File: config.mk
export PLATFORM = sky130hd
export DESIGN_NAME = tsc_client
export DESIGN_NICKNAME = d
export VERILOG_FILES = /design/src/tsc_pkg.sv /design/src/tsc_client.sv /design/src/tsc_fifo.sv
export SDC_FILE = /design/constraint.sdc
export NUM_CORES = 1
export LEC_CHECK = 0
export BUFFER_PORTS_ARGS = -buffer_cell sky130_fd_sc_hd__buf_2
export CAP_MARGIN = 20
export CORE_MARGIN = 2
export CORE_UTILIZATION = 25
export DETAILED_ROUTE_END_ITERATION = 8
export PLACE_DENSITY = 0.47
export SLEW_MARGIN = 20
export SYNTH_ARGS = -nofsm -noshare
export SYNTH_HDL_FRONTEND = slang
export SYNTH_SLANG_ARGS = --single-unit
File: constraint.sdc
create_clock -name clk_sys -period 5.6 [get_ports clk_sys]
set_input_delay 0.28 -clock clk_sys [delete_from_list [all_inputs] [get_ports clk_sys]]
set_output_delay 0.28 -clock clk_sys [all_outputs]
set_load 0.005 [all_outputs]
File: src/tsc_pkg.sv
/*
 * Shared constants for the sensor's two-wire client port: address pattern,
 * pointer limit, byte positions, timeout and buffer sizes, state encoding.
 * Assumes a 125 MHz system clock; imported by name only, never wholesale.
 */
package tsc_pkg;
    // Clock period in nanoseconds
    localparam int CLK_NS = 8;
    // Shortest allowed bus timeout, in milliseconds
    localparam int TOUT_MS = 25;
    // Least time rounds up to whole cycles
    localparam int TOUT_CYC = (TOUT_MS * 1000000 + CLK_NS - 1) / CLK_NS;
    // Width of the timeout counter
    localparam int TOUT_W = 22;
    // Fixed upper nibble of the client address
    localparam logic [3:0] ADDR_HI = 4'h3;
    // Highest implemented register pointer
    localparam logic [7:0] PTR_MAX = 8'h09;
    // Pointer value after power-on
    localparam logic [3:0] PTR_RST = 4'h0;
    // Rising edges in one byte
    localparam logic [3:0] BIT_LAST = 4'h8;
    localparam logic [3:0] BIT_ZERO = 4'h0;
    // Position of the byte inside one access
    localparam logic [1:0] BI_ADDR = 2'h0;
    localparam logic [1:0] BI_PTR = 2'h1;
    localparam logic [1:0] BI_MSB = 2'h2;
    localparam logic [1:0] BI_LSB = 2'h3;
    // Write buffer: pointer, high byte, low byte
    localparam int FIFO_W = 20;
    localparam int FIFO_D = 32;
    // Byte-level state of the client
    typedef enum logic [2:0] {
        ST_IDLE = 3'b000,
        ST_RX = 3'b001,
        ST_RX_ACK = 3'b010,
        ST_TX = 3'b011,
        ST_TX_ACK = 3'b100,
        ST_WAIT = 3'b101
    } tsc_state_type;
endpackage

File: src/tsc_client.sv
/*
 * Two-wire serial client port of a temperature sensor, with alert pin.
 * Assumes bus pins already synchronous to clk_sys, a register file outside
 * that returns the word addressed by reg_ptr and drains written words.
 */
`timescale 1ns/1ps
`default_nettype none
// How it works
// - Data edges while clock high mark start/stop
// - Answer only address 0011 plus straps
// - Eighth address bit chooses read or write
// - Acknowledge each accepted received byte
// - One register per access, no advance
// - Pointer kept; bare reads use it
// - Start or stop mid-byte releases data line
// - Host not-acknowledge ends read, line released
// - Data line changes only while clock low
// - Stuck clock beyond timeout resets interface
// - Timeout lies between 25 and 35 ms
// - Acknowledge held low across ninth clock
// - Client only, never drives clock or conditions
// - No clock stretching, bit ready in low phase
// - Bit timing derived from host clock edges; timeout counts system clock cycles
// - Idle bus means both lines high
// - Alert pulled active when temperature out of limits
// - Pointers above 1001 are not acknowledged
module tsc_client #(
    parameter int TOUT_CYCLES = tsc_pkg::TOUT_CYC
) (
    input wire logic clk_sys,
    input wire logic rst_n,
    input wire logic scl_in,
    input wire logic sda_in,
    output logic sda_out,
    output logic sda_oe_n,
    input wire logic addr_strap_bit0,
    input wire logic addr_strap_bit1,
    input wire logic addr_strap_bit2,
    input wire logic temp_out_of_limit,
    output logic alert_out,
    output logic alert_oe_n,
    output logic [3:0] reg_ptr,
    input wire logic [15:0] rd_word,
    output logic wr_valid,
    output logic [19:0] wr_data,
    input wire logic wr_ready
);
    // Previous samples of the bus lines
    logic scl_q_reg, sda_q_reg;
    // Bus events, combinational from the samples
    logic start_det, stop_det, scl_rise, scl_fall;
    // Byte-level state
    tsc_pkg::tsc_state_type state_reg, state_next;
    logic [3:0] bit_reg, bit_next; // Rising edges seen in byte
    logic [1:0] byte_reg, byte_next; // Byte position in access
    logic [7:0] shift_reg, shift_next; // Received or sent byte
    logic [7:0] msb_reg, msb_next; // Held high data byte
    logic [7:0] lsb_reg, lsb_next; // Low byte of read word
    logic rd_reg, rd_next; // Access is a read
    logic hack_reg, hack_next; // Host acknowledged last byte
    logic [3:0] ptr_reg, ptr_next; // Register pointer
    logic oe_n_reg, oe_n_next; // Low pulls data line down
    // Timeout counter
    logic [tsc_pkg::TOUT_W-1:0] tcnt_reg, tcnt_next;
    logic tout_hit;
    // Alert pin drive
    logic alert_oe_n_reg, alert_oe_n_next;
    // Decisions at the end of a received byte
    logic addr_match, ptr_ok, ack_now, byte_end;
    // Write buffer handshake
    logic push, fifo_ready;

    // Edge and condition detection
    always_comb begin
        scl_rise = scl_in && !scl_q_reg;
        scl_fall = !scl_in && scl_q_reg;
        start_det = scl_in && scl_q_reg && sda_q_reg && !sda_in;
        stop_det = scl_in && scl_q_reg && !sda_q_reg && sda_in;
    end

    // Sample history; idle bus reads as both lines high
    always_ff @(posedge clk_sys) begin
        if (!rst_n) begin
            scl_q_reg <= 1'b1;
            sda_q_reg <= 1'b1;
        end else begin
            scl_q_reg <= scl_in;
            sda_q_reg <= sda_in;
        end
    end

    // Timeout: counts cycles without a clock edge while busy
    always_comb begin
        tout_hit = (tcnt_reg == tsc_pkg::TOUT_W'(TOUT_CYCLES - 1));
        if (state_reg == tsc_pkg::ST_IDLE || scl_rise || scl_fall) begin
            tcnt_next = '0;
        end else if (tout_hit) begin
            tcnt_next = '0;
        end else begin
            tcnt_next = tcnt_reg + tsc_pkg::TOUT_W'(1);
        end
    end

    // Counter register
    always_ff @(posedge clk_sys) begin
        if (!rst_n) begin
            tcnt_reg <= '0;
        end else begin
            tcnt_reg <= tcnt_next;
        end
    end

    // Acknowledge decision for the byte just received
    always_comb begin
        byte_end = (state_reg == tsc_pkg::ST_RX) && scl_fall && (bit_reg == tsc_pkg::BIT_LAST);
        addr_match = (shift_reg[7:1] == {tsc_pkg::ADDR_HI, addr_strap_bit2,
                                         addr_strap_bit1, addr_strap_bit0});
        ptr_ok = (shift_reg <= tsc_pkg::PTR_MAX);
        unique case (byte_reg)
            tsc_pkg::BI_ADDR: ack_now = addr_match;
            tsc_pkg::BI_PTR: ack_now = ptr_ok;
            tsc_pkg::BI_MSB: ack_now = 1'b1;
            tsc_pkg::BI_LSB: ack_now = fifo_ready;
        endcase
        // Full buffer cannot stall the clock, so the byte is refused
        push = byte_end && (byte_reg == tsc_pkg::BI_LSB) && fifo_ready;
    end

    // Byte-level next state
    always_comb begin
        state_next = state_reg;
        bit_next = bit_reg;
        byte_next = byte_reg;
        shift_next = shift_reg;
        msb_next = msb_reg;
        lsb_next = lsb_reg;
        rd_next = rd_reg;
        hack_next = hack_reg;
        ptr_next = ptr_reg;
        oe_n_next = oe_n_reg;
        if (tout_hit || stop_det) begin
            // Abandon everything, keep the pointer
            state_next = tsc_pkg::ST_IDLE;
            oe_n_next = 1'b1;
        end else if (start_det) begin
            // Start or repeated start; any byte in flight is dropped
            state_next = tsc_pkg::ST_RX;
            bit_next = tsc_pkg::BIT_ZERO;
            byte_next = tsc_pkg::BI_ADDR;
            oe_n_next = 1'b1;
        end else begin
            unique case (state_reg)
                tsc_pkg::ST_IDLE, tsc_pkg::ST_WAIT: begin
                    // Released, waiting for the host's next condition
                    oe_n_next = 1'b1;
                end
                tsc_pkg::ST_RX: begin
                    if (scl_rise) begin
                        // Sample while clock is high
                        shift_next = {shift_reg[6:0], sda_in};
                        bit_next = bit_reg + 4'h1;
                    end else if (byte_end) begin
                        // Present acknowledge during the low phase
                        state_next = tsc_pkg::ST_RX_ACK;
                        oe_n_next = !ack_now;
                        if (byte_reg == tsc_pkg::BI_ADDR) begin
                            rd_next = shift_reg[0];
                        end
                        if (byte_reg == tsc_pkg::BI_PTR && ptr_ok) begin
                            ptr_next = shift_reg[3:0];
                        end
                        if (byte_reg == tsc_pkg::BI_MSB) begin
                            msb_next = shift_reg;
                        end
                    end
                end
                tsc_pkg::ST_RX_ACK: begin
                    if (scl_fall) begin
                        // Hold ack until the ninth clock has fallen
                        oe_n_next = 1'b1;
                        bit_next = tsc_pkg::BIT_ZERO;
                        if (oe_n_reg) begin
                            state_next = tsc_pkg::ST_WAIT;
                        end else if (byte_reg == tsc_pkg::BI_ADDR && rd_reg) begin
                            // Read: word of the kept pointer, high byte first
                            state_next = tsc_pkg::ST_TX;
                            shift_next = rd_word[15:8];
                            lsb_next = rd_word[7:0];
                            oe_n_next = rd_word[15];
                            byte_next = tsc_pkg::BI_MSB;
                        end else if (byte_reg == tsc_pkg::BI_LSB) begin
                            // One register only; later bytes are refused
                            state_next = tsc_pkg::ST_WAIT;
                        end else begin
                            state_next = tsc_pkg::ST_RX;
                            byte_next = byte_reg + 2'h1;
                        end
                    end
                end
                tsc_pkg::ST_TX: begin
                    if (scl_rise) begin
                        bit_next = bit_reg + 4'h1;
                    end else if (scl_fall) begin
                        if (bit_reg == tsc_pkg::BIT_LAST) begin
                            // Release for the host's acknowledge
                            state_next = tsc_pkg::ST_TX_ACK;
                            oe_n_next = 1'b1;
                        end else begin
                            // Next bit goes out right after the fall
                            shift_next = {shift_reg[6:0], 1'b0};
                            oe_n_next = shift_reg[6];
                        end
                    end
                end
                tsc_pkg::ST_TX_ACK: begin
                    if (scl_rise) begin
                        hack_next = !sda_in;
                    end else if (scl_fall) begin
                        bit_next = tsc_pkg::BIT_ZERO;
                        if (hack_reg && byte_reg == tsc_pkg::BI_MSB) begin
                            state_next = tsc_pkg::ST_TX;
                            shift_next = lsb_reg;
                            oe_n_next = lsb_reg[7];
                            byte_next = tsc_pkg::BI_LSB;
                        end else begin
                            // End of read: stay released for the stop
                            state_next = tsc_pkg::ST_WAIT;
                        end
                    end
                end
                default: begin
                    state_next = tsc_pkg::ST_IDLE;
                    oe_n_next = 1'b1;
                end
            endcase
        end
    end

    // Byte-level registers
    always_ff @(posedge clk_sys) begin
        if (!rst_n) begin
            state_reg <= tsc_pkg::ST_IDLE;
            bit_reg <= tsc_pkg::BIT_ZERO;
            byte_reg <= tsc_pkg::BI_ADDR;
            shift_reg <= 8'h00;
            msb_reg <= 8'h00;
            lsb_reg <= 8'h00;
            rd_reg <= 1'b0;
            hack_reg <= 1'b0;
            ptr_reg <= tsc_pkg::PTR_RST;
            oe_n_reg <= 1'b1;
        end else begin
            state_reg <= state_next;
            bit_reg <= bit_next;
            byte_reg <= byte_next;
            shift_reg <= shift_next;
            msb_reg <= msb_next;
            lsb_reg <= lsb_next;
            rd_reg <= rd_next;
            hack_reg <= hack_next;
            ptr_reg <= ptr_next;
            oe_n_reg <= oe_n_next;
        end
    end

    // Alert pin: open drain, pulled low while out of limits
    always_comb begin
        alert_oe_n_next = !temp_out_of_limit;
    end

    // Alert register
    always_ff @(posedge clk_sys) begin
        if (!rst_n) begin
            alert_oe_n_reg <= 1'b1;
        end else begin
            alert_oe_n_reg <= alert_oe_n_next;
        end
    end

    // Written words wait here until the register file takes them
    tsc_fifo #(
        .WIDTH(tsc_pkg::FIFO_W),
        .DEPTH(tsc_pkg::FIFO_D)
    ) u_wr_fifo (
        .clk_sys(clk_sys),
        .rst_n(rst_n),
        .in_valid(push),
        .in_data({ptr_reg, msb_reg, shift_reg}),
        .in_ready(fifo_ready),
        .out_ready(wr_ready),
        .out_valid(wr_valid),
        .out_data(wr_data)
    );

    // Open-drain pins only ever pull low
    assign sda_out = 1'b0;
    assign sda_oe_n = oe_n_reg;
    assign alert_out = 1'b0;
    assign alert_oe_n = alert_oe_n_reg;
    assign reg_ptr = ptr_reg;
endmodule
`default_nettype wire

File: src/tsc_fifo.sv
/*
 * Write-data buffer between the serial client and the register file.
 * Assumes one clock, synchronous active-low reset, valid/ready on both ends.
 */
`timescale 1ns/1ps
`default_nettype none
module tsc_fifo #(
    parameter int WIDTH = tsc_pkg::FIFO_W,
    parameter int DEPTH = tsc_pkg::FIFO_D
) (
    input wire logic clk_sys,
    input wire logic rst_n,
    input wire logic in_valid,
    input wire logic [WIDTH-1:0] in_data,
    output logic in_ready,
    input wire logic out_ready,
    output logic out_valid,
    output logic [WIDTH-1:0] out_data
);
    localparam int AW = $clog2(DEPTH);
    logic [WIDTH-1:0] mem [DEPTH]; // Storage words
    logic [AW-1:0] wp_reg, wp_next, rp_reg, rp_next;
    logic [AW:0] cnt_reg, cnt_next; // Words held in the array
    logic ov_reg, ov_next; // Output register holds a word
    logic [WIDTH-1:0] od_reg, od_next;
    logic push, pop;

    // Pointer, count and output-stage update
    always_comb begin
        in_ready = (cnt_reg != (AW+1)'(DEPTH));
        push = in_valid && in_ready;
        pop = (cnt_reg != '0) && (!ov_reg || out_ready);
        wp_next = push ? wp_reg + AW'(1) : wp_reg;
        rp_next = pop ? rp_reg + AW'(1) : rp_reg;
        cnt_next = cnt_reg + (AW+1)'(push) - (AW+1)'(pop);
        ov_next = pop ? 1'b1 : (out_ready ? 1'b0 : ov_reg);
        od_next = pop ? mem[rp_reg] : od_reg;
    end

    // Output is registered so the user side sees a flop
    always_ff @(posedge clk_sys) begin
        if (!rst_n) begin
            wp_reg <= '0;
            rp_reg <= '0;
            cnt_reg <= '0;
            ov_reg <= 1'b0;
            od_reg <= '0;
        end else begin
            wp_reg <= wp_next;
            rp_reg <= rp_next;
            cnt_reg <= cnt_next;
            ov_reg <= ov_next;
            od_reg <= od_next;
        end
        if (push) begin
            mem[wp_reg] <= in_data;
        end
    end

    assign out_valid = ov_reg;
    assign out_data = od_reg;
endmodule
`default_nettype wire

==> results of run 1 <==
[Yosys cell counts, types with 4 or more instances]
cell type  count  area, um2
a32o_1        19        190
nor2_1        99        372
a21oi_1       34        170
o22ai_1       33        206
and3_1         4       25.0
nand4_1       13       81.3
nand2_1       58        218
nand3_1       18       90.1
nand2b_1       4       25.0
o211ai_1       8       60.1
o21ai_0       51        255
buf_4          5       37.5
buf_1         10       37.5
edfxtp_1     640      19200
ha_1          23        288
a211oi_1      20        150
inv_1         22       82.6
nand3b_1       6       45.0
xnor2_1       12        105
nor2b_1        8       50.1
buf_2         31        155
dfxtp_1      102       2040
xor2_1        23        201
o221ai_1      26        228
nor3_1         7       35.0
mux4_2       122       2750
clkbuf_1      47        176
mux2i_1      151       1510
[tightest hold or removal path, stage by stage]
cell and delay (ps):
buf_2 130, o22ai_1 130, a21oi_1 60, nand2_1 60, mux2i_1 60
[power by group through the flow]
stage          Sequential (mW)  Combinational (mW)  Clock, mW
3_3_place_gp              6.24                1.36          0
2_1_floorplan             6.11                1.15          0
5_1_grt                   6.13                1.47       5.67
3_5_place_dp              6.24                1.37          0
6_report                  6.12                1.35       5.31
4_1_cts                   6.13                1.37       5.47
[cells by family after synthesis]
| group | count (synthesis) | synth area share |
|---|---|---|
| flip-flops | 742 | 0.726 |
| multiplexers | 273 | 0.145 |
| AND/OR/NAND/NOR | 247 | 0.0421 |
| AO/OA/AOI/OAI | 208 | 0.0482 |
| buffers and inverters | 118 | 0.0178 |
| XOR/XNOR | 35 | 0.0105 |
| adder cells (fa/ha/maj) | 24 | 0.0105 |
| other | 1 | 0.000128 |
[per-layer routing]
| layer | up-vias | global-route usage |
|---|---|---|
| met5 | - | 0 |
| met4 | 0 | 0.0393 |
| met3 | 127 | 0.0191 |
| met2 | 393 | 0.202 |
| met1 | 8026 | 0.169 |
| li1 | 6822 | - |
[how the worst max path moves through the flow]
stage / from / end / slack, ps
2_1_floorplan: state_reg[2] / u_wr_fifo.mem[12][0] / 2720
3_3_place_gp: scl_q_reg / u_wr_fifo.mem[8][6] / 1640
3_5_place_dp: scl_q_reg / u_wr_fifo.mem[30][13] / 1520
4_1_cts: scl_q_reg / u_wr_fifo.mem[30][17] / 1510
5_1_grt: scl_q_reg / u_wr_fifo.mem[13][5] / 1350
6_report: state_reg[0] / u_wr_fifo.mem[13][5] / 1610
[layout make-up]
class / count / area share
diodes: 1 / 0.0000726
clock buffers: 99 / 0.0608
clock inverters: 47 / 0.0164
inverters: 23 / 0.00265
multi-input cells: 789 / 0.223
flip-flops and latches: 742 / 0.618
well taps: 1524 / 0.0554
repair buffers: 115 / 0.0242
[what timing repair did]
action                                  4_1_cts  5_1_grt
hold buffers                                 12        0
buffers inserted                              0        0
endpoints found under the setup margin        0        0
resized for setup                             0        0
hold endpoints to repair                     12        0
[per-stage QoR]
step / total power [mW] / cell area (um2) / worst slack (ps) / cells
floorplan: 7.25 / 29300 / 2720 / 1649
global placement: 7.60 / 31600 / 1640 / 3177
detailed placement: 7.61 / 31600 / 1520 / 3178
CTS: 13.0 / 34400 / 1510 / 3336
global route: 13.3 / 34400 / 1350 / 3339
finish: 12.8 / 34400 / 1610 / 3340
==> flow_summary.ini, run 1 <==
[run_status]
status = complete, no violations

[layout]
largest_reg_flops = 640
finalCoreUtilization = 0.296
area_growth_pct = 17.5
layout.cells.most_common = edfxtp_1
regArea_um2 = 21300
final_cell_mix = edfxtp_1 (640), mux2i_1 (151), mux4_2 (122), dfxtp_1 (91), clkbuf_16 (80)
fillCellCount = 11400
multi_input_area_um2 = 7670
fin_nets = 1799
drive_above_1_share = 0.223

[critical_path]
path_cells = and2b_1, nand2_1, nor3_2, nand2_1, nor2_2
worst_path_most_repeated_cell = nand2_1
slowest_stage = nor2_2
required_ps = 5830
reg2reg_setup_slack_ps = 1610
cpPeakStageDelay_ps = 1000
crit_arrival_ps = 4230
path_buf_inv = 0
crit_fanout = 20
r2r_end = u_wr_fifo.mem[13][5]
cp_num_cells = 5
crit_type = flip-flop to flip-flop
cp-start-kind = flip-flop
crit_family = simple AND/OR/NAND/NOR gates
end_kind = flip-flop
r2r_start = state_reg[0]
rr_worst_depth = 5

[global_route]
antenna_found_initial = 3
grt_usage = 0.124
grt_pass1_vias = 15600
grt_max_degree = 109
grt_pass1_wl_mm = 110
overflow = 0

[clocking]
clockBufferDepth = 3
htree_num_levels = 3
cts_tree = built
root_buffer = clkbuf_16
clk_pin_slew_ps = 60
cts.sinks = 742
insertion_delay_ps = 650
cts_buffers = 79

[pwr]
combPwrFrac = 0.106
irDropWorstVdd_uv = 286
switching_share = 0.242
leakage_nw = 11.5
p_switching_mw = 3.09
internal-power_mw = 9.69
pwr-share-clk = 0.416
pwr_density_cell_nw_per_um2 = 371
p_seq_frac = 0.479

[floorplanning]
dieArea_um2 = 120000
ios = 54
die_h_um = 346
core-area_um2 = 116000
start_util = 0.252
die_w_um = 346
rows = 125

[sta]
skew_ps = 42.3
slew_headroom = 0.287
finalCriticalPeriod_ps = 3990
fin_setup_tns_ps = 0
rsz0062_at_grt = no
fmax_mhz = 250
holdWs_ps = 140
fin_crit_sh = 0.713
finalSetupViolations = 0
worst_slew_pin_slew_ps = 1070
slew_viol_final = 0
finalHoldViolCount = 0

[yosys]
ys.flop_type = edfxtp_1
yosysSeqAreaShare = 0.726
async_reset_ff_frac = 0
synth_warnings = 0
yosysUniqueCellTypes = 69
synthCells = 1648
syn_area_um2 = 29300
synth-edff-count = 640
synth-seq-cells = 742
avgSynthCellArea_um2 = 17.8

[placed_design]
dp.final_hpwl_mm = 45.0
gp_congestion = 0.817
port-buffer-count = 51

[drt]
remaining_drc_errors = 0
top_layer_used = met4
firstDrtPassIters = 7
wl_mm = 75.4
met2_length_mm = 36.1
post_drt_wl_per_cell_um = 22.6
m1WireLength_mm = 34.0
wl_met3_mm = 3.15
vias = 15400
drtIter0Drc = 1513
ant_nets = 0
viasPerCell = 4.60

[hold_path]
holdPathEnd = shift_reg[4]
holdPathStages = 5
worstHoldStart = rd_word[12]
hp-class = primary input to flip-flop

[job]
maxCapViolCount = 0
Power figures use the tool's default switching activity.
==> run 2, diff against run 1 <==
--- a/config.mk
+++ b/config.mk
@@ -10,7 +10,7 @@
 export CORE_MARGIN = 2
 export CORE_UTILIZATION = 25
 export DETAILED_ROUTE_END_ITERATION = 8
-export PLACE_DENSITY = 0.47
+export PLACE_DENSITY = 0.48
 export SLEW_MARGIN = 20
 export SYNTH_ARGS = -nofsm -noshare
 export SYNTH_HDL_FRONTEND = slang
==> constraint.sdc (replaced) <==
create_clock -name clk_sys -period 3.65 [get_ports clk_sys]
set_input_delay 0.1825 -clock clk_sys [delete_from_list [all_inputs] [get_ports clk_sys]]
set_output_delay 0.1825 -clock clk_sys [all_outputs]
set_load 0.005 [all_outputs]
==> run 2 against run 1 <==
  * Critical path depth grew 2
  * Final area grew 0.38%
  * First-iteration DRC count shrank 7.6%
  * Final cell count grew 1.0%
  * Utilization grew 0.11 points
  * Non-clock buffer count grew 30
  * Via count grew 2.0%
  * Combinational power grew 63%
==> flow_summary.ini, run 2 (synthesis gave the netlist of run 1 again) <==
[clocking]
htree_num_levels = 3
insertion_delay_ps = 640
cts_buffers = 79
postCtsSetupBuffers = 0
cts.sinks = 742
root_buffer = clkbuf_16
ctsResizeCount = 0
clk_pin_slew_ps = 60
clockBufferDepth = 3
cts_tree = built

[critical_path]
cp-start-kind = flip-flop
required_ps = 4150
crit_arrival_ps = 3580
crit_fanout = 52
path_buf_inv = 2
slowest_stage = dfxtp_4
cpPeakStageDelay_ps = 660
end_kind = flip-flop
crit_family = buffers and inverters
reg2reg_setup_slack_ps = 570
crit_type = flip-flop to flip-flop
path_cells = buf_12, buf_4, mux4_2, mux2i_1, o21ai_0, o211ai_1, nand2_1

[sta]
holdWs_ps = 47.5
finalCriticalPeriod_ps = 3080
finalHoldViolCount = 0
worst_slew_pin_slew_ps = 992
rsz0062_at_grt = no
fin_setup_tns_ps = 0
worst_slack_ps = 574
finalSetupViolations = 0
slew_viol_final = 0
slew_headroom = 0.339
skew_ps = 29.4
fmax_mhz = 325
fin_crit_sh = 0.843

[placed_design]
dpl-instance-area_um2 = 31900
port-buffer-count = 51
gp_congestion = 0.805
place_inst = 3210
dpl_worst_slack_ps = 589
dp.final_hpwl_mm = 49.0

[layout]
fillCellCount = 11400
regArea_um2 = 21300
finalNonFillerCells = 3374
largest_reg_flops = 640
multi_input_area_um2 = 7620
drive_above_1_share = 0.232
fin_area_um2 = 34600
area_growth_pct = 18.0
final_cell_mix = edfxtp_1 (640), mux2i_1 (151), mux4_2 (122), dfxtp_1 (85), clkbuf_16 (82)
fin_nets = 1829
layout.cells.most_common = edfxtp_1

[global_route]
top_usage_layer = met2
met1_usage = 0.181
met2_usage = 0.213
grt_pass1_wl_mm = 115
use_met3 = 0.0215
grt_pass1_vias = 16000
grt_max_degree = 53
grt_usage = 0.130
overflow = 0
antenna_found_initial = 1

[drt]
ant_nets = 0
drtIter0Drc = 1398
viasPerCell = 4.64
post_drt_wl_per_cell_um = 23.4
wl_mm = 78.8
firstDrtPassIters = 5
vias = 15700
remaining_drc_errors = 0

[pwr]
pwr_density_cell_nw_per_um2 = 559
leakage_nw = 11.6
irDropWorstVdd_uv = 317

[floorplanning]
dieArea_um2 = 120000
core-area_um2 = 116000
rows = 125
start_util = 0.252
die_h_um = 346
ios = 54
die_w_um = 346

[hold_path]
hp-class = primary input to flip-flop

[job]
maxCapViolCount = 0

[run_status]
status = complete, no violations
[run 2: changes by cell type in the layout (fill, tap and decap cells not counted), moves of 3 or more]
| cell | before | now |
|---|---|---|
| buf_4 | 45 | 70 |
| buf_12 | 4 | 11 |
| dfxtp_1 | 91 | 85 |
| clkbuf_8 | 2 | 9 |
| clkinv_1 | 10 | 14 |
| clkinv_4 | 4 | 1 |
| bufinv_16 | 9 | 2 |
| clkbuf_1 | 17 | 26 |
| nor2_2 | 22 | 33 |
| diode_2 | 1 | 4 |
| dfxtp_2 | 8 | 14 |
| clkinv_2 | 19 | 8 |
| nor2_4 | 11 | 0 |
[run 2: what timing repair did]
| action | CTS | global route |
|---|---|---|
| setup endpoints to repair | 0 | 0 |
| hold buffers | 13 | 0 |
| hold endpoints to repair | 15 | 0 |
[run 2: cell type report]
| type | count | share of cell area |
|---|---|---|
| repair buffers | 145 | 0.0327 |
| diodes | 4 | 0.000289 |
| multi-input cells | 789 | 0.220 |
| well taps | 1524 | 0.0551 |
| inverters | 23 | 0.00264 |
| clock buffers | 117 | 0.0657 |
| clock inverters | 30 | 0.00731 |
| flip-flops and latches | 742 | 0.616 |
[run 2: where the power goes]
| group | switching (mW) | internal [mW] | leakage, nW |
|---|---|---|---|
| combinational | 1.20 | 0.998 | 2.81 |
| sequential | 0.178 | 9.16 | 7.54 |
| clock | 3.30 | 4.48 | 1.22 |
[run 2: metrics by stage]
step | utilization | power [mW]
finish | 0.298 | 19.3
global route | 0.297 | 20.1
CTS | 0.297 | 19.6
detailed placement | 0.275 | 11.8
global placement | 0.275 | 11.7
floorplan | - | 11.1
[run 2: layer usage]
layer	part of all wire	up-vias
met5	0	-
li1	-	6891
met1	0.46	8281
met3	0.045	95
met2	0.48	401
met4	0.017	0
[run 2: worst reg2reg max path, stage by stage (launching register included)]
cell and delay [ps]:
dfxtp_4 660, buf_12 400, buf_4 460, mux4_2 580, mux2i_1 190, o21ai_0 230
o211ai_1 350, nand2_1 90
[run 2: final timing paths]
| check | from | end | depth (start not counted) |
|---|---|---|---|
| worst max-delay path | u_wr_fifo.rp_reg[1] | u_wr_fifo.out_data[15] | 7 |
| worst max register to register | u_wr_fifo.rp_reg[1] | u_wr_fifo.out_data[15] | 7 |
| worst min-delay path | rst_n | alert_oe_n | 3 |
| worst min register to register | u_wr_fifo.out_data[15] | u_wr_fifo.out_data[15] | 2 |
